File: config.mk
export PLATFORM = sky130hd
export DESIGN_NAME = adc_serial_frame_offset_cal
export DESIGN_NICKNAME = d
export VERILOG_FILES = /design/src/pkg/adc_frame_pkg.sv /design/src/pkg/sample_stream_if.sv /design/src/core/sample_fifo.sv /design/src/core/adc_serial_frame_offset_cal.sv
export SDC_FILE = /design/constraint.sdc
export NUM_CORES = 1
export LEC_CHECK = 0
export BUFFER_PORTS_ARGS = -buffer_cell sky130_fd_sc_hd__buf_2
export CORE_MARGIN = 2
export CORE_UTILIZATION = 38
export DETAILED_ROUTE_END_ITERATION = 8
export PLACE_DENSITY = 0.57
export SLEW_MARGIN = 20
export SYNTH_ARGS = -nofsm -noshare
export SYNTH_HDL_FRONTEND = slang
export SYNTH_SLANG_ARGS = --single-unit
File: constraint.sdc
create_clock -name core_clk_in -period 3.9 [get_ports core_clk_in]
set_input_delay 0.585 -clock core_clk_in [delete_from_list [all_inputs] [get_ports core_clk_in]]
set_output_delay 0.585 -clock core_clk_in [all_outputs]
set_load 0.02 [all_outputs]
File: src/pkg/adc_frame_pkg.sv
`default_nettype none
package adc_frame_pkg;

    // ==========================================================
    // Widths and sizes
    localparam int DATA_W       = 8;
    localparam int CNT_W        = 6;
    localparam int FIFO_DEPTH   = 32;
    localparam int ACQ_W        = 6;

    // ==========================================================
    // Serial clock falling-edge marks within a frame
    localparam logic [CNT_W-1:0] PWR_CAL_EDGES  = 6'h10;
    localparam logic [CNT_W-1:0] DATA_EDGES     = 6'h0A;
    localparam logic [CNT_W-1:0] CAL_START_EDGE = 6'h11;
    localparam logic [CNT_W-1:0] CAL_END_EDGE   = 6'h20;
    localparam logic [CNT_W-1:0] CNT_MAX        = 6'h3F;
    localparam logic [CNT_W-1:0] CNT_ZERO       = 6'h00;
    localparam logic [CNT_W-1:0] CNT_ONE        = 6'h01;

    // ==========================================================
    // Timing
    localparam int CLK_PERIOD_NS = 8;
    localparam int ACQ_NS        = 275;
    localparam int ACQ_CYCLES    = (ACQ_NS + CLK_PERIOD_NS - 1) / CLK_PERIOD_NS;
    localparam logic [ACQ_W-1:0] ACQ_LOAD = ACQ_W'(ACQ_CYCLES);
    localparam logic [ACQ_W-1:0] ACQ_ZERO = 6'h00;
    localparam logic [ACQ_W-1:0] ACQ_ONE  = 6'h01;

    // ==========================================================
    // Reset values and codes
    localparam logic [DATA_W-1:0] STORE_CLR  = 8'h00;
    localparam logic [DATA_W-1:0] CODE_MIN   = 8'h00;
    localparam logic [DATA_W-1:0] CODE_MAX   = 8'hFF;
    localparam logic [DATA_W+1:0] SHIFT_IDLE = 10'h000;
    localparam logic [1:0]        LEAD_ZEROS = 2'h0;

    typedef enum logic [2:0] {
        FS_IDLE,
        FS_PWR_CAL,
        FS_CONVERT,
        FS_NORM_CAL,
        FS_DONE
    } frame_mode_t;

    // Raw code minus signed offset, clamped to the straight-binary range
    function automatic logic [DATA_W-1:0] sat_sub(input logic [DATA_W-1:0] raw,
                                                  input logic [DATA_W-1:0] ofs);
        logic signed [DATA_W+1:0] diff;
        diff = $signed({2'b00, raw}) - $signed({{2{ofs[DATA_W-1]}}, ofs});
        if (diff < 0) begin
            sat_sub = CODE_MIN;
        end else if (diff > $signed({2'b00, CODE_MAX})) begin
            sat_sub = CODE_MAX;
        end else begin
            sat_sub = diff[DATA_W-1:0];
        end
    endfunction : sat_sub

endpackage : adc_frame_pkg
`default_nettype wire

File: src/pkg/sample_stream_if.sv
`default_nettype none
interface sample_stream_if #(parameter int W = 8);
    logic         valid;
    logic         ready;
    logic [W-1:0] data;
    modport tx (output valid, output data, input ready);
    modport rx (input valid, input data, output ready);
endinterface : sample_stream_if
`default_nettype wire

File: src/core/sample_fifo.sv
`default_nettype none
module sample_fifo #(
    parameter int W     = 8,
    parameter int DEPTH = 32
) (
    input  wire logic     core_clk_in,
    input  wire logic     resetn_in,
    sample_stream_if.rx   fill,
    sample_stream_if.tx   drain
);
    localparam int PW = $clog2(DEPTH);

    typedef struct packed {
        logic [PW-1:0] wptr;
        logic [PW-1:0] rptr;
        logic [PW:0]   count;
    } fifo_st_t;

    fifo_st_t     q;
    fifo_st_t     d;
    logic [W-1:0] mem [DEPTH];
    logic         push;
    logic         pop;

    assign fill.ready  = (q.count != (PW+1)'(DEPTH));
    assign drain.valid = (q.count != '0);
    assign drain.data  = mem[q.rptr];
    assign push        = fill.valid & fill.ready;
    assign pop         = drain.valid & drain.ready;

    // ==========================================================
    // Pointer and occupancy update
    always_comb begin
        d = q;
        if (push) begin
            d.wptr = (q.wptr == PW'(DEPTH - 1)) ? '0 : PW'(q.wptr + 1'b1);
        end
        if (pop) begin
            d.rptr = (q.rptr == PW'(DEPTH - 1)) ? '0 : PW'(q.rptr + 1'b1);
        end
        if (push && !pop) begin
            d.count = (PW+1)'(q.count + 1'b1);
        end else if (pop && !push) begin
            d.count = (PW+1)'(q.count - 1'b1);
        end
    end

    always_ff @(posedge core_clk_in or negedge resetn_in) begin
        if (!resetn_in) begin
            q <= '0;
        end else begin
            q <= d;
        end
    end

    always_ff @(posedge core_clk_in) begin
        if (push) begin
            mem[q.wptr] <= fill.data;
        end
    end

endmodule : sample_fifo
`default_nettype wire

File: src/core/adc_serial_frame_offset_cal.sv
`default_nettype none
// Behaviour
// - First chip-select fall after power-up starts calibration instead of a conversion.
// - Power-up calibration completes at the 16th serial clock fall within that frame.
// - Serial output stays low throughout the power-up calibration frame.
// - Power-up frame shorter than 16 falls leaves the correction store unchanged.
// - Later results are corrected by the stored offset and shifted out.
// - Normal-frame recalibration needs at least 32 serial clock falls in one frame.
// - First 10 serial clocks of a normal frame convert and shift the sample.
// - Normal-frame calibration runs from the 17th to the 32nd serial clock fall.
// - Output low from the 10th fall; released when chip-select rises.
// - Normal frame shorter than 32 falls leaves the correction store unchanged.
// - Any calibration needs at least 15 serial clock periods of open frame.
// - Leading zero at chip-select fall, another zero, then 8 bits MSB first.
// - Correction store clears at power-up and is not reachable over the port.
// - Results are straight binary, 00 lowest, 80 mid-scale, FF full scale.
module adc_serial_frame_offset_cal #(
    parameter int DATA_W     = adc_frame_pkg::DATA_W,
    parameter int FIFO_DEPTH = adc_frame_pkg::FIFO_DEPTH
) (
    input  wire logic              core_clk_in,
    input  wire logic              resetn_in,
    input  wire logic              cs_n_in,
    input  wire logic              sclk_in,
    input  wire logic              raw_valid_in,
    input  wire logic [DATA_W-1:0] raw_data_in,
    output logic                   raw_ready_out,
    input  wire logic [DATA_W-1:0] cal_offset_in,
    output logic                   sdo_out,
    output logic                   sdo_oe_n_out,
    output logic                   cal_busy_out,
    output logic                   acq_short_out
);

    typedef struct packed {
        logic [1:0]                          cs_sync;
        logic                                cs_prev;
        logic [1:0]                          sck_sync;
        logic                                sck_prev;
        logic                                first;
        adc_frame_pkg::frame_mode_t          mode;
        logic [adc_frame_pkg::CNT_W-1:0]     cnt;
        logic                                cal_busy;
        logic [DATA_W-1:0]                   offset_correction_store;
        logic [DATA_W+1:0]                   shift;
        logic                                oe_n;
        logic [adc_frame_pkg::ACQ_W-1:0]     acq_cnt;
        logic                                acq_short;
    } core_st_t;

    localparam core_st_t ST_RESET = '{
        cs_sync:   2'h3,
        cs_prev:   1'b1,
        sck_sync:  2'h0,
        sck_prev:  1'b0,
        first:     1'b1,
        mode:      adc_frame_pkg::FS_IDLE,
        cnt:       adc_frame_pkg::CNT_ZERO,
        cal_busy:  1'b0,
        offset_correction_store: adc_frame_pkg::STORE_CLR,
        shift:     adc_frame_pkg::SHIFT_IDLE,
        oe_n:      1'b1,
        acq_cnt:   adc_frame_pkg::ACQ_ZERO,
        acq_short: 1'b0
    };

    core_st_t                        q;
    core_st_t                        d;
    logic                            cs_fall;
    logic                            cs_rise;
    logic                            sck_fall;
    logic [adc_frame_pkg::CNT_W-1:0] cnt_next;

    sample_stream_if #(.W(DATA_W)) fill_if ();
    sample_stream_if #(.W(DATA_W)) drain_if ();

    // ==========================================================
    // Raw sample buffer between the converter core and the frame logic
    assign fill_if.valid = raw_valid_in;
    assign fill_if.data  = raw_data_in;
    assign raw_ready_out = fill_if.ready;

    sample_fifo #(
        .W     (DATA_W),
        .DEPTH (FIFO_DEPTH)
    ) u_sample_fifo (
        .core_clk_in (core_clk_in),
        .resetn_in   (resetn_in),
        .fill        (fill_if),
        .drain       (drain_if)
    );

    // One sample is taken per conversion frame, so the buffer fills under slow frames
    assign drain_if.ready = cs_fall & ~q.first;

    // ==========================================================
    // Pin edge detection after two-stage synchronisers
    assign cs_fall  = q.cs_prev & ~q.cs_sync[1];
    assign cs_rise  = ~q.cs_prev & q.cs_sync[1];
    assign sck_fall = q.sck_prev & ~q.sck_sync[1];
    assign cnt_next = (q.cnt == adc_frame_pkg::CNT_MAX) ? q.cnt
                      : adc_frame_pkg::CNT_W'(q.cnt + adc_frame_pkg::CNT_ONE);

    // ==========================================================
    // Frame sequencer
    always_comb begin
        d           = q;
        d.cs_sync   = {q.cs_sync[0], cs_n_in};
        d.cs_prev   = q.cs_sync[1];
        d.sck_sync  = {q.sck_sync[0], sclk_in};
        d.sck_prev  = q.sck_sync[1];
        d.acq_short = 1'b0;
        if (q.acq_cnt != adc_frame_pkg::ACQ_ZERO) begin
            d.acq_cnt = adc_frame_pkg::ACQ_W'(q.acq_cnt - adc_frame_pkg::ACQ_ONE);
        end
        if (cs_fall) begin
            d.cnt       = adc_frame_pkg::CNT_ZERO;
            d.oe_n      = 1'b0;
            d.acq_short = (q.acq_cnt != adc_frame_pkg::ACQ_ZERO);
            if (q.first) begin
                d.first    = 1'b0;
                d.mode     = adc_frame_pkg::FS_PWR_CAL;
                d.cal_busy = 1'b1;
                d.shift    = adc_frame_pkg::SHIFT_IDLE;
            end else begin
                d.mode = adc_frame_pkg::FS_CONVERT;
                if (drain_if.valid) begin
                    d.shift = {adc_frame_pkg::LEAD_ZEROS,
                               adc_frame_pkg::sat_sub(drain_if.data,
                                                      q.offset_correction_store)};
                end else begin
                    d.shift = adc_frame_pkg::SHIFT_IDLE;
                end
            end
        end else if (cs_rise) begin
            d.mode     = adc_frame_pkg::FS_IDLE;
            d.cal_busy = 1'b0;
            d.oe_n     = 1'b1;
            d.shift    = adc_frame_pkg::SHIFT_IDLE;
        end else if (sck_fall && q.mode != adc_frame_pkg::FS_IDLE) begin
            d.cnt   = cnt_next;
            d.shift = {q.shift[DATA_W:0], 1'b0};
            case (q.mode)
                adc_frame_pkg::FS_PWR_CAL: begin
                    if (cnt_next == adc_frame_pkg::PWR_CAL_EDGES) begin
                        d.offset_correction_store = cal_offset_in;
                        d.cal_busy = 1'b0;
                        d.mode     = adc_frame_pkg::FS_DONE;
                        d.acq_cnt  = adc_frame_pkg::ACQ_LOAD;
                    end
                end
                adc_frame_pkg::FS_CONVERT: begin
                    if (cnt_next == adc_frame_pkg::CAL_START_EDGE) begin
                        d.cal_busy = 1'b1;
                        d.mode     = adc_frame_pkg::FS_NORM_CAL;
                    end
                end
                adc_frame_pkg::FS_NORM_CAL: begin
                    if (cnt_next == adc_frame_pkg::CAL_END_EDGE) begin
                        d.offset_correction_store = cal_offset_in;
                        d.cal_busy = 1'b0;
                        d.mode     = adc_frame_pkg::FS_DONE;
                        d.acq_cnt  = adc_frame_pkg::ACQ_LOAD;
                    end
                end
                adc_frame_pkg::FS_DONE: begin
                    d.mode = adc_frame_pkg::FS_DONE;
                end
                default: begin
                    d.mode = adc_frame_pkg::FS_IDLE;
                end
            endcase
        end
    end

    always_ff @(posedge core_clk_in or negedge resetn_in) begin
        if (!resetn_in) begin
            q <= ST_RESET;
        end else begin
            q <= d;
        end
    end

    assign sdo_out       = q.shift[DATA_W+1];
    assign sdo_oe_n_out  = q.oe_n;
    assign cal_busy_out  = q.cal_busy;
    assign acq_short_out = q.acq_short;

    // ==========================================================
    // Assertions
    property p_first_frame_cal;
        @(posedge core_clk_in) disable iff (!resetn_in)
        (cs_fall && q.first) |=> (q.mode == adc_frame_pkg::FS_PWR_CAL && cal_busy_out);
    endproperty
    a_first_frame_cal: assert property (p_first_frame_cal)
        else $error("first frame did not start calibration");

    property p_pwr_cal_commit;
        @(posedge core_clk_in) disable iff (!resetn_in)
        (sck_fall && !cs_rise && q.mode == adc_frame_pkg::FS_PWR_CAL
         && q.cnt == adc_frame_pkg::PWR_CAL_EDGES - adc_frame_pkg::CNT_ONE)
        |=> (q.offset_correction_store == $past(cal_offset_in) && !cal_busy_out);
    endproperty
    a_pwr_cal_commit: assert property (p_pwr_cal_commit)
        else $error("power-up calibration did not commit at 16th edge");

    property p_pwr_cal_low;
        @(posedge core_clk_in) disable iff (!resetn_in)
        (q.mode == adc_frame_pkg::FS_PWR_CAL) |-> !sdo_out;
    endproperty
    a_pwr_cal_low: assert property (p_pwr_cal_low)
        else $error("output not low during power-up calibration");

    property p_pwr_short_keep;
        @(posedge core_clk_in) disable iff (!resetn_in)
        (cs_rise && q.mode == adc_frame_pkg::FS_PWR_CAL)
        |=> $stable(q.offset_correction_store);
    endproperty
    a_pwr_short_keep: assert property (p_pwr_short_keep)
        else $error("short power-up frame changed correction store");

    property p_corrected_load;
        @(posedge core_clk_in) disable iff (!resetn_in)
        (cs_fall && !q.first && drain_if.valid)
        |=> (q.shift[DATA_W-1:0]
             == adc_frame_pkg::sat_sub($past(drain_if.data),
                                       $past(q.offset_correction_store)));
    endproperty
    a_corrected_load: assert property (p_corrected_load)
        else $error("loaded result not offset corrected");

    property p_norm_cal_start;
        @(posedge core_clk_in) disable iff (!resetn_in)
        (q.mode == adc_frame_pkg::FS_NORM_CAL
         && $past(q.mode) == adc_frame_pkg::FS_CONVERT)
        |-> (q.cnt == adc_frame_pkg::CAL_START_EDGE && cal_busy_out);
    endproperty
    a_norm_cal_start: assert property (p_norm_cal_start)
        else $error("normal calibration started at wrong edge");

    property p_tail_low;
        @(posedge core_clk_in) disable iff (!resetn_in)
        (q.mode != adc_frame_pkg::FS_IDLE && q.cnt >= adc_frame_pkg::DATA_EDGES)
        |-> !sdo_out;
    endproperty
    a_tail_low: assert property (p_tail_low)
        else $error("output not low after 10th edge");

    property p_release;
        @(posedge core_clk_in) disable iff (!resetn_in)
        cs_rise |=> (sdo_oe_n_out && !cal_busy_out);
    endproperty
    a_release: assert property (p_release)
        else $error("output not released on chip-select rise");

    property p_norm_short_keep;
        @(posedge core_clk_in) disable iff (!resetn_in)
        (cs_rise && (q.mode == adc_frame_pkg::FS_CONVERT
                     || q.mode == adc_frame_pkg::FS_NORM_CAL))
        |=> $stable(q.offset_correction_store);
    endproperty
    a_norm_short_keep: assert property (p_norm_short_keep)
        else $error("short normal frame changed correction store");

    property p_lead_zero;
        @(posedge core_clk_in) disable iff (!resetn_in)
        cs_fall |=> (!sdo_out && !sdo_oe_n_out) ##1 !sdo_out;
    endproperty
    a_lead_zero: assert property (p_lead_zero)
        else $error("leading zero missing");

    property p_cnt_restart;
        @(posedge core_clk_in) disable iff (!resetn_in)
        cs_fall |=> (q.cnt == adc_frame_pkg::CNT_ZERO);
    endproperty
    a_cnt_restart: assert property (p_cnt_restart)
        else $error("edge counter not restarted");

    property p_acq_flag;
        @(posedge core_clk_in) disable iff (!resetn_in)
        cs_fall |=> (acq_short_out == ($past(q.acq_cnt) != adc_frame_pkg::ACQ_ZERO));
    endproperty
    a_acq_flag: assert property (p_acq_flag)
        else $error("acquisition interval flag wrong at frame start");

    property p_norm_cal_commit;
        @(posedge core_clk_in) disable iff (!resetn_in)
        (sck_fall && !cs_rise && q.mode == adc_frame_pkg::FS_NORM_CAL
         && cnt_next == adc_frame_pkg::CAL_END_EDGE)
        |=> (q.offset_correction_store == $past(cal_offset_in) && !cal_busy_out);
    endproperty
    a_norm_cal_commit: assert property (p_norm_cal_commit)
        else $error("normal calibration did not commit at 32nd edge");

    property p_store_only_commit;
        @(posedge core_clk_in) disable iff (!resetn_in)
        (q.mode != adc_frame_pkg::FS_DONE)
        |=> ($stable(q.offset_correction_store) || q.mode == adc_frame_pkg::FS_DONE);
    endproperty
    a_store_only_commit: assert property (p_store_only_commit)
        else $error("correction store changed outside a calibration commit");

    property p_empty_gives_zero;
        @(posedge core_clk_in) disable iff (!resetn_in)
        (cs_fall && !q.first && !drain_if.valid)
        |=> (q.shift == adc_frame_pkg::SHIFT_IDLE);
    endproperty
    a_empty_gives_zero: assert property (p_empty_gives_zero)
        else $error("empty buffer did not give a zero result");

endmodule : adc_serial_frame_offset_cal
`default_nettype wire

# Yosys cells after proc, flatten, opt, wreduce, memory -nomap -nowiden
# Memories as Yosys holds them, arrays and structs flattened.
# Cells that the tools add are included.
dict set report word_totals {
  regBits 59
  latchBits 0
  ramBits 256
  mem_bits_ro 0
  out_inout_bits 5
  word_cells 112
  mem_count 1
}
dict set report classes {
  n_addsub 7
  mul 0
  div 0
  magnitude_cmp 2
  n_eq_ne 18
  n_shift 0
  mux 38
  bitwise 12
  n_reduce_logical 18
}
# name depth word_bits read_ports rd_clocked_by_memory_dff wr line
set mem_list {}
lappend mem_list {u_sample_fifo.mem 32 8 1 0 1 sample_fifo.sv:21} ;# logic [W-1:0] mem [DEPTH];
# cell n
set op_table {}
lappend op_table {{6-bit 2-to-1 mux} 10}
lappend op_table {{10-bit 2-to-1 mux} 3}
lappend op_table {{28-bit 2-to-1 mux} 1}
lappend op_table {{8-bit 2-to-1 mux} 3}
lappend op_table {{9-bit 2-to-1 mux} 2}
lappend op_table {{8-bit case mux with 2 select lines} 1}
lappend op_table {{6-bit by 1-bit adder with 6-bit output, second input constant} 2}
lappend op_table {{6-bit by 5-bit == test with 1-bit output, second input constant} 2}
lappend op_table {{6-bit == test, second input constant} 2}
lappend op_table {{3-bit 2-to-1 mux} 4}
lappend op_table {{4-bit inequality test, second input constant} 3}
lappend op_table {{3-bit case mux with 4 select lines} 1}
lappend op_table {{6-bit case mux with 2 select lines} 1}
lappend op_table {{6-bit AND reduction} 2}
lappend op_table {{6-bit nonzero test} 2}
lappend op_table {{6-bit by 1-bit subtractor with 6-bit output, second input constant} 2}
lappend op_table {{11-bit 2-to-1 mux} 1}
lappend op_table {{5-bit by 1-bit adder with 5-bit output, second input constant} 2}
lappend op_table {{5-bit == test, second input constant} 2}
lappend op_table {{10-bit by 9-bit > comparator with 1-bit output, second input constant} 1}
lappend op_table {{10-bit by 1-bit less-than comparator with 1-bit output, second input constant} 1}
lappend op_table {{5-bit 2-to-1 mux} 2}
lappend op_table {{9-bit by 8-bit subtractor with 10-bit output} 1}
lappend op_table {{2-bit inequality test, second input constant} 4}
lappend op_table {{other kinds (16)} 40}

# Depth between registers and ports, before layout
# Gate-level depths: netlist (run 1).
dict set report logic_depth {
  word_depth 8
  depth_mapped 14
  mapped_depth_nobuf 14
}

# Hierarchy
# A second synthesis (run 1) with hierarchy kept.
dict set report hier_totals {
  cells_unflattened 845
  hier_area_um2 13584.3
}
# mod n_inst cells_per_inst area_each_um2 seq_area_each_um2
set by_module_without_submodules {}
lappend by_module_without_submodules {sample_fifo 1 579 11010.6 8087.8}
lappend by_module_without_submodules {adc_serial_frame_offset_cal 1 266 2573.7 1082.3}

# Worst setup path after synthesis (run 1)
# No wires, ideal clock.
dict set report synth_path {
  path_type {reg-to-reg}
  from {reg u_sample_fifo.q[6] in the netlist's numbering}
  to {reg q[13] in the netlist's numbering}
  setup_ns 0.087
  arrival_time_ns 4.037
  slack_ns -0.223
  stages_incl_launch_ff 12
  period_less_slack_ns 4.123
  cell_sequence {dfrtp_1 -> buf_1 -> mux4_2 -> mux4_2 -> mux2_2 -> ha_1 -> o211ai_2 -> a21oi_2 -> o41a_1 -> or4b_1 -> a21o_1 -> o211ai_1}
}
dict set report synth_via {
  elab_chain_cells 8
  word_cells_on_any_way 9
  cone_classes {add/sub (1); order compare (2); mux (5); memory (1)}
}
# element line
set synth_lines {}
lappend synth_lines {{from (decl)} sample_fifo.sv:19} ;# fifo_st_t q;
lappend synth_lines {{from (signal assigned)} sample_fifo.sv:50} ;# q <= '0;
lappend synth_lines {{from (signal assigned)} sample_fifo.sv:52} ;# q <= d;
lappend synth_lines {{memory read 32 x 8 bit *} n/a}
lappend synth_lines {{9-bit by 8-bit subtractor with 10-bit output *} adc_frame_pkg.sv:50} ;# diff = $signed({2'b00, raw}) - $signed({{2{ofs[DATA_W-1]}}, ofs});
lappend synth_lines {{10-bit by 9-bit > comparator with 1-bit output} adc_frame_pkg.sv:53} ;# end else if (diff > $signed({2'b00, CODE_MAX})) begin
lappend synth_lines {{8-bit 2-to-1 mux} adc_frame_pkg.sv:53}
lappend synth_lines {{8-bit 2-to-1 mux *} adc_frame_pkg.sv:51} ;# if (diff < 0) begin
lappend synth_lines {{8-bit 2-to-1 mux *} adc_serial_frame_offset_cal.sv:127} ;# if (drain_if.valid) begin
lappend synth_lines {{10-bit 2-to-1 mux *} adc_serial_frame_offset_cal.sv:120} ;# if (q.first) begin
lappend synth_lines {{11-bit 2-to-1 mux *} adc_serial_frame_offset_cal.sv:116} ;# if (cs_fall) begin
lappend synth_lines {{to (signal assigned)} adc_serial_frame_offset_cal.sv:178} ;# q <= ST_RESET;
lappend synth_lines {{to (signal assigned)} adc_serial_frame_offset_cal.sv:180} ;# q <= d;
lappend synth_lines {{to (decl)} adc_serial_frame_offset_cal.sv:67} ;# core_st_t q;
# Every way passes the cells marked *; elsewhere a longest branch is shown, timed or not.
# A chain may end at the register's enable or synchronous reset.

# Worst setup path after layout (run 1)
dict set report layout_path {
  from {reg u_sample_fifo.q[6] in the netlist's numbering}
  to {reg q[8] in the netlist's numbering}
}
# Same word-level chain as after synthesis.

==> summary.txt, run 1 <==
Finish
  – Fillcell total: 2954
  – Diode count: 0
  – Fin cells: 1370
  – Final Cell Area: 16100 um2
  – Layout Nets: 940
  – Area grow syn2layout: 19.7%
  – Share of layout cells above drive strength 1: 30.8%
  – Final Util: 46.5%

Yosys
  – Synth warnings: 0
  – Post-synthesis sequential area ratio: 68.0%
  – Most numerous cell in the Yosys netlist: edfxtp_1
  – Mapped Nets: 839
  – Post-synth top area share: 57.0%
  – EDFF count, synth: 256
  – #FFs+latches synth: 315
  – Commonest register cell after synthesis: edfxtp_1
  – Yosys cell types: 60
  – Post-synth ARST share: 18.7%
  – Mapped cell area: 13500 um2
  – Avg Inst Size Synth: 17.1 um2
  – Largest cells by area after synthesis: edfxtp_1, mux4_2, dfrtp_1
  – Synth cell count leaders: edfxtp_1, mux4_2, nor2_1
  – Leading area contributor after synthesis: edfxtp_1
  – Synth Instances: 789

Hold path
  – Worst Hold Class: input pin to async pin

Setup path
  – Flop2flop setup slack: -0.13 ns
  – CP cell instances: buf_12, buf_12, buf_12, buf_6, mux4_2, mux4_2, mux2_4, ha_4, o21a_1, o21a_1, o41a_1, or4b_4, a21o_4, o211ai_1
  – WP buf/inv: 4
  – Crit path depth: 14
  – Cell mode on critical path: buf_12
  – Critical Path Fanout Max: 8
  – R2R depth: 14
  – CP delay by family, top: multiplexers
  – CP max stage delay: 0.53 ns
  – Worst Path Arrival: 4.47 ns
  – Reg2reg start: u_sample_fifo.q[6]$_DFFE_PN0P_
  – Reg2reg end: q[8]$_DFFE_PN0P_
  – Critical Path Source: u_sample_fifo.q[6]$_DFFE_PN0P_
  – Crit. End Element: flop
  – Slowest CP cell: or4b_4
  – CP Launch Type: flop
  – WP data required: 4.33 ns
  – Setup crit end: q[8]$_DFFE_PN0P_
  – Worst Setup Path Type: flop to flop

Clock network
  – Htree depth: 2
  – Clk slew on worst S/H paths: 0.06 ns
  – CTS tree: built
  – Clock Path Buffers: 3
  – Clock Latency Late Sink: 0.54 ns
  – # clock sinks: 315
  – TritonCTS buffer count: 36
  – CTS root buf: clkbuf_16

Detailed routing
  – Drt first pass iters: 5
  – Antenna-violating nets left: 0
  – DRC: 0
  – Vias: 7318
  – Total wire length: 30200 um
  – Drt wl/cell: 22.0 um
  – Mean number of vias per cell: 5.34
  – Initial drt markers: 527

Placed design
  – Routability congestion estimate: 0.768
  – I/O Buffers: 25
  – Post-placement worst setup slack: -0.116 ns
  – Dpl cells: 1278
  – Detailed Place HPWL: 18700 um
  – Placed cell areas: 14400 um2

Global routing
  – Largest net degree at the start of global routing: 36
  – Vias in the first global route: 7518
  – GRT Util Overall: 17.0%
  – Initial antenna violation count: 0
  – First-pass GRT wire length: 46400 um
  – Total congestion overflow: 0

Run
  – Maxcap violations: 0

Run status
  – Status: finished, violations left
  – Failing checks: negative setup slack

Timing
  – Slack of the critical path: -0.133 ns
  – Worst slew margin: 32.7%
  – Max-slew violations: 0
  – Final Skew: 0.0299 ns
  – RSZ-0062 raised after global routing: true
  – Setup Total Neg Slack: -0.758 ns
  – Worst slew pin tran: 1.00 ns
  – Period utilization: 103%
  – Tmin final: 4.03 ns
  – Maximum clock frequency: 248 MHz
  – Hold WS: 0.160 ns
  – Final setup fails: 8
  – Hold Vio Cnt, Final: 0

Pwr
  – Cell Pwr Density: 691 nW/um2
  – Pwr Total: 11.1 mW
  – Max rail drop VDD: 389 uV
  – Leak pwr: 5.64 nW

Die
  – Core Box Area: 34700 um2
  – Die span in y: 192 um
  – DIE AREA: 37000 um2
  – Initial Utilization: 38.8%
  – Num ports: 26
  – # rows: 68
  – Die Wd: 192 um
==> worst min-delay path by stage <==
stage	slack (ns)	end	from	depth (start not counted)
floorplan	0.29	acq_short_out$_DFF_PN0_	resetn_in	0
global placement	0.36	d[40]$_DFF_PN1_	d[42]$_DFF_PN1_	0
detailed placement	0.36	d[40]$_DFF_PN1_	d[42]$_DFF_PN1_	0
CTS	0.14	d[42]$_DFF_PN1_	cs_n_in	1
global route	0.14	d[42]$_DFF_PN1_	cs_n_in	1
finish	0.16	u_sample_fifo.q[6]$_DFFE_PN0P_	resetn_in	1
==> repair_timing <==
action,in CTS,in global routing
resized for setup,39,3
hold buffers,0,0
endpoints found under the setup margin,8,8
pin swaps,5,2
gates cloned,6,0
buffers inserted,23,0
==> state kept, by name (all words and copies together), names as in the netlist <==
name,flops
u_sample_fifo.mem,256
q,35
u_sample_fifo.q,16
d,4
acq_short_out,1
cal_busy_out,1
sdo_oe_n_out,1
sdo_out,1
==> layer usage <==
layer | vias up | part of all wire, % | GRT usage, %
met5 | - | 0 | 0
met1 | 3759 | 46 | 24.2
met2 | 181 | 47 | 26.7
met3 | 43 | 5.0 | 3.09
met4 | 0 | 2.2 | 4.99
li1 | 3335 | - | -
==> final cells by class <==
cell class                 instances  area (um2)  share of cell area (%)
clock buffer                      49         950                    5.89
inverter                          21        78.8                   0.489
clock inverter                    14         153                   0.946
timing repair buffer              98         968                    6.00
multi-input combinational        418        4240                    26.3
sequential                       315        9180                    56.9
tap                              455         569                    3.53
==> kinds of logic after synthesis <==
family,count (synthesis),synth area share [%]
AND/OR/NAND/NOR,173,6.23
buffers and inverters,56,1.70
flip-flops,315,68.0
adder cells (fa/ha/maj),29,2.80
AO/OA/AOI/OAI,97,4.96
multiplexers,103,15.2
XOR/XNOR,16,1.04
==> worst reg2reg max path: cells and delay by family, from the launching register on <==
family,cells,cell delay (ns)
compound gates,5,0.82
fa+ha+maj,1,0.22
buf+inv,4,0.55
flops,1,0.52
mux,3,1.28
simple gates,1,0.53
==> where the power goes <==
group          internal (mW)  switching, mW  leakage (nW)
Clock                   1.86           1.33         0.533
Sequential              3.97          0.294          3.05
Combinational           1.92           1.77          2.06
==> placed cells by master (no fill, tap or decap), types with 17 or more instances in the layout <==
cell type,instances
ha_1,20
nor3_1,17
buf_2,25
mux4_2,80
buf_4,50
clkbuf_16,36
dfrtp_1,52
nand2_1,40
inv_1,20
o21ai_0,24
nor2_1,61
edfxtp_1,256
(Power assumes the default switching activity.)
==> run 2, diff against run 1 <==
- RECOVER_POWER: not set -> 100
==> run 2 against run 1 <==
The run ends with max-capacitance violations, max-slew violations, negative setup slack left. Global-route usage unchanged. Via count up 0.78%. Sequential cell count unchanged. Sequential power about the same. Clock skew up 0.0017 ns. Setup slack worse by 0.012 ns. Core utilization down 0.31 points.
==> summary.txt, run 2 (synthesized netlist as in run 1, its figures left out) <==
Run status
  – Status: finished, violations left (unchanged)
  – Failing checks: max-capacitance violations, max-slew violations, negative setup slack (was negative setup slack)

Setup path
  – Cell mode on critical path: buf_12 (unchanged)
  – Slowest CP cell: or4b_4 (unchanged)
  – CP Launch Type: flop (unchanged)
  – Worst Path Arrival: 4.48 ns (was 4.47 ns)
  – CP cell instances: buf_12, buf_12, buf_12, buf_6, mux4_2, mux4_2, mux2_4, ha_4, o21a_1, o21a_1, o41a_1, or4b_4, a21o_4, o211ai_1 (unchanged)
  – Critical Path Fanout Max: 8 (unchanged)
  – Reg2reg end: q[8]$_DFFE_PN0P_ (unchanged)
  – WP data required: 4.34 ns (was 4.33 ns)
  – Flop2flop setup slack: -0.15 ns (was -0.13 ns)
  – Reg2reg start: u_sample_fifo.q[6]$_DFFE_PN0P_ (unchanged)
  – Worst Setup Path Type: flop to flop (unchanged)
  – CP max stage delay: 0.53 ns (about the same)
  – Crit. End Element: flop (unchanged)
  – R2R depth: 14 (unchanged)

Die
  – DIE AREA: 37000 um2 (unchanged)
  – # rows: 68 (unchanged)
  – Num ports: 26 (unchanged)
  – Die Wd: 192 um (unchanged)
  – Initial Utilization: 38.8% (unchanged)
  – Die span in y: 192 um (unchanged)
  – Core Box Area: 34700 um2 (unchanged)

Run
  – Maxcap violations: 6 (was 0)

Pwr
  – Leak pwr: 5.54 nW (was 5.64 nW)
  – Cell Pwr Density: 695 nW/um2 (was 691 nW/um2)
  – Max rail drop VDD: 389 uV (about the same)

Timing
  – Final setup fails: 8 (unchanged)
  – Period utilization: 104% (was 103%)
  – Max-slew violations: 145 (was 0)
  – Hold Vio Cnt, Final: 0 (unchanged)
  – RSZ-0062 raised after global routing: true (unchanged)
  – Setup Total Neg Slack: -0.862 ns (was -0.758 ns)
  – Slack of the critical path: -0.146 ns (was -0.133 ns)
  – Worst slew margin: -33.5% (was 32.7%)
  – Tmin final: 4.05 ns (was 4.03 ns)
  – Final Skew: 0.0316 ns (was 0.0299 ns)
  – Worst slew pin tran: 2.00 ns (was 1.00 ns)
  – Maximum clock frequency: 247 MHz (was 248 MHz)

Detailed routing
  – DRC: 0 (unchanged)
  – Max layer used: met4 (unchanged)
  – Initial drt markers: 484 (was 527)
  – Mean number of vias per cell: 5.38 (was 5.34)
  – Antenna-violating nets left: 0 (unchanged)
  – Drt wl/cell: 22.1 um (was 22.0 um)
  – Total wire length: 30300 um (was 30200 um)
  – DRT met1 WL: 13900 um (about the same)
  – Met3 WL post-DR: 1470 um (was 1500 um)
  – Drt first pass iters: 5 (unchanged)
  – Vias: 7375 (was 7318)
  – Metal2 WL: 14200 um (was 14100 um)

Clock network
  – Clock Path Buffers: 3 (unchanged)
  – Htree depth: 2 (unchanged)
  – Clock Latency Late Sink: 0.54 ns (about the same)
  – TritonCTS buffer count: 36 (unchanged)
  – Hold-fix buffers at CTS: 0 (unchanged)
  – Clk slew on worst S/H paths: 0.06 ns (about the same)
  – CTS root buf: clkbuf_16 (unchanged)
  – CTS tree: built (unchanged)
  – # clock sinks: 315 (unchanged)

Hold path
  – Min-delay src: cs_n_in
  – Worst Hold Class: input pin to flop (was input pin to async pin)
  – Hold Path Stages: 1
  – Hold worst-path end: d[42]$_DFF_PN1_

Placed design
  – I/O Buffers: 25 (unchanged)
  – Post-placement worst setup slack: -0.116 ns (unchanged)
  – Routability congestion estimate: 0.768 (unchanged)
  – Detailed Place HPWL: 18700 um (unchanged)
  – Placed cell areas: 14400 um2 (unchanged)

Finish
  – Area grow syn2layout: 18.9% (was 19.7%)
  – Commonest non-fill, non-tap cell in the layout: edfxtp_1 (unchanged)
  – Biggest regs: u_sample_fifo.mem (256), q (35), u_sample_fifo.q (16) (unchanged)
  – Final Cell Area: 16000 um2 (was 16100 um2)
  – Share of layout cells above drive strength 1: 27.1% (was 30.8%)
  – Diode count: 0 (unchanged)
  – Largest Register: u_sample_fifo.mem (unchanged)
  – Commonest non-fill, non-tap cells in the layout: edfxtp_1, mux4_2, nor2_1, dfrtp_1, nand2_1 (was edfxtp_1, mux4_2, nor2_1, dfrtp_1, buf_4)
  – Layout Nets: 940 (unchanged)
  – Largest register FFs: 256 (unchanged)

Global routing
  – First-pass GRT wire length: 46400 um (unchanged)
  – Vias in the first global route: 7518 (unchanged)
  – Total congestion overflow: 0 (unchanged)
  – Initial antenna violation count: 0 (unchanged)
  – GRT Util Overall: 17.0% (unchanged)
  – Largest net degree at the start of global routing: 36 (unchanged)
## run 2: cell count changes in the layout (fill, tap and decap cells not counted), moves of 2 or more
cell	previous run	this run
clkbuf_1	13	38
buf_2	25	11
buf_4	50	39
dfstp_1	0	2
dfstp_2	5	3
nor4b_1	0	2
nor4b_2	2	0
## run 2: routing by layer
metal | global-route usage, % | up-vias
met5 | 0 | -
met4 | 4.99 | 0
met3 | 3.09 | 43
met2 | 26.7 | 187
met1 | 24.2 | 3813
li1 | - | 3332
## run 2: cell type report
cell class,instances,area (um2)
fill,2984,18700
clock inverter,14,153
tap,455,569
sequential,315,9180
inverter,21,78.8
multi-input combinational,418,4190
clock buffer,49,950
timing repair buffer,98,910
## run 2: worst max-delay path: cells and delay by family, from the launching register on
kind                       cells  cell delay (ns)
and+or+nand+nor                1             0.53
adders and majority gates      1             0.22
buffers and inverters          4             0.54
DFF                            1             0.52
muxes                          3             1.29
AOI/OAI and AO/OA              5             0.83
## run 2: how the worst max path moves through the flow
stage,start,end,slack [ns],depth (start not counted)
5_1_grt,u_sample_fifo.q[6]$_DFFE_PN0P_,q[13]$_DFFE_PN0P_,-0.26,14
4_1_cts,u_sample_fifo.q[6]$_DFFE_PN0P_,q[8]$_DFFE_PN0P_,-0.10,12
6_report,u_sample_fifo.q[6]$_DFFE_PN0P_,q[8]$_DFFE_PN0P_,-0.15,14
2_1_floorplan,u_sample_fifo.q[6]$_DFFE_PN0P_,q[13]$_DFFE_PN0P_,0.03,12
3_5_place_dp,u_sample_fifo.q[6]$_DFFE_PN0P_,q[13]$_DFFE_PN0P_,-0.12,14
3_3_place_gp,u_sample_fifo.q[6]$_DFFE_PN0P_,q[14]$_DFFE_PN0P_,-0.08,11
## run 2: stage by stage
stage	cells	util, %	hold WS (ns)	total power [mW]
4_1_cts	1370	46.4	0.142	11.2
3_3_place_gp	1278	41.6	0.358	7.48
6_report	1370	46.2	0.164	11.1
5_1_grt	1370	46.2	0.139	11.7
3_5_place_dp	1278	41.6	0.357	7.50
2_1_floorplan	789	-	0.289	6.39
## run 2: power breakdown
| part | internal, mW | total [mW] | switching, mW | leakage, nW |
|---|---|---|---|---|
| sequential | 3.97 | 4.26 | 0.292 | 3.05 |
| combinational | 1.91 | 3.67 | 1.76 | 1.96 |
| clock | 1.86 | 3.20 | 1.34 | 0.533 |
| total | 7.74 | 11.1 | 3.39 | 5.54 |
## run 2: what timing repair did
action / in CTS / in global routing
pin swaps: 5 / 2
buffers inserted: 23 / 0
gates cloned: 6 / 0
resized for setup: 39 / 3
setup endpoints to repair: 8 / 8
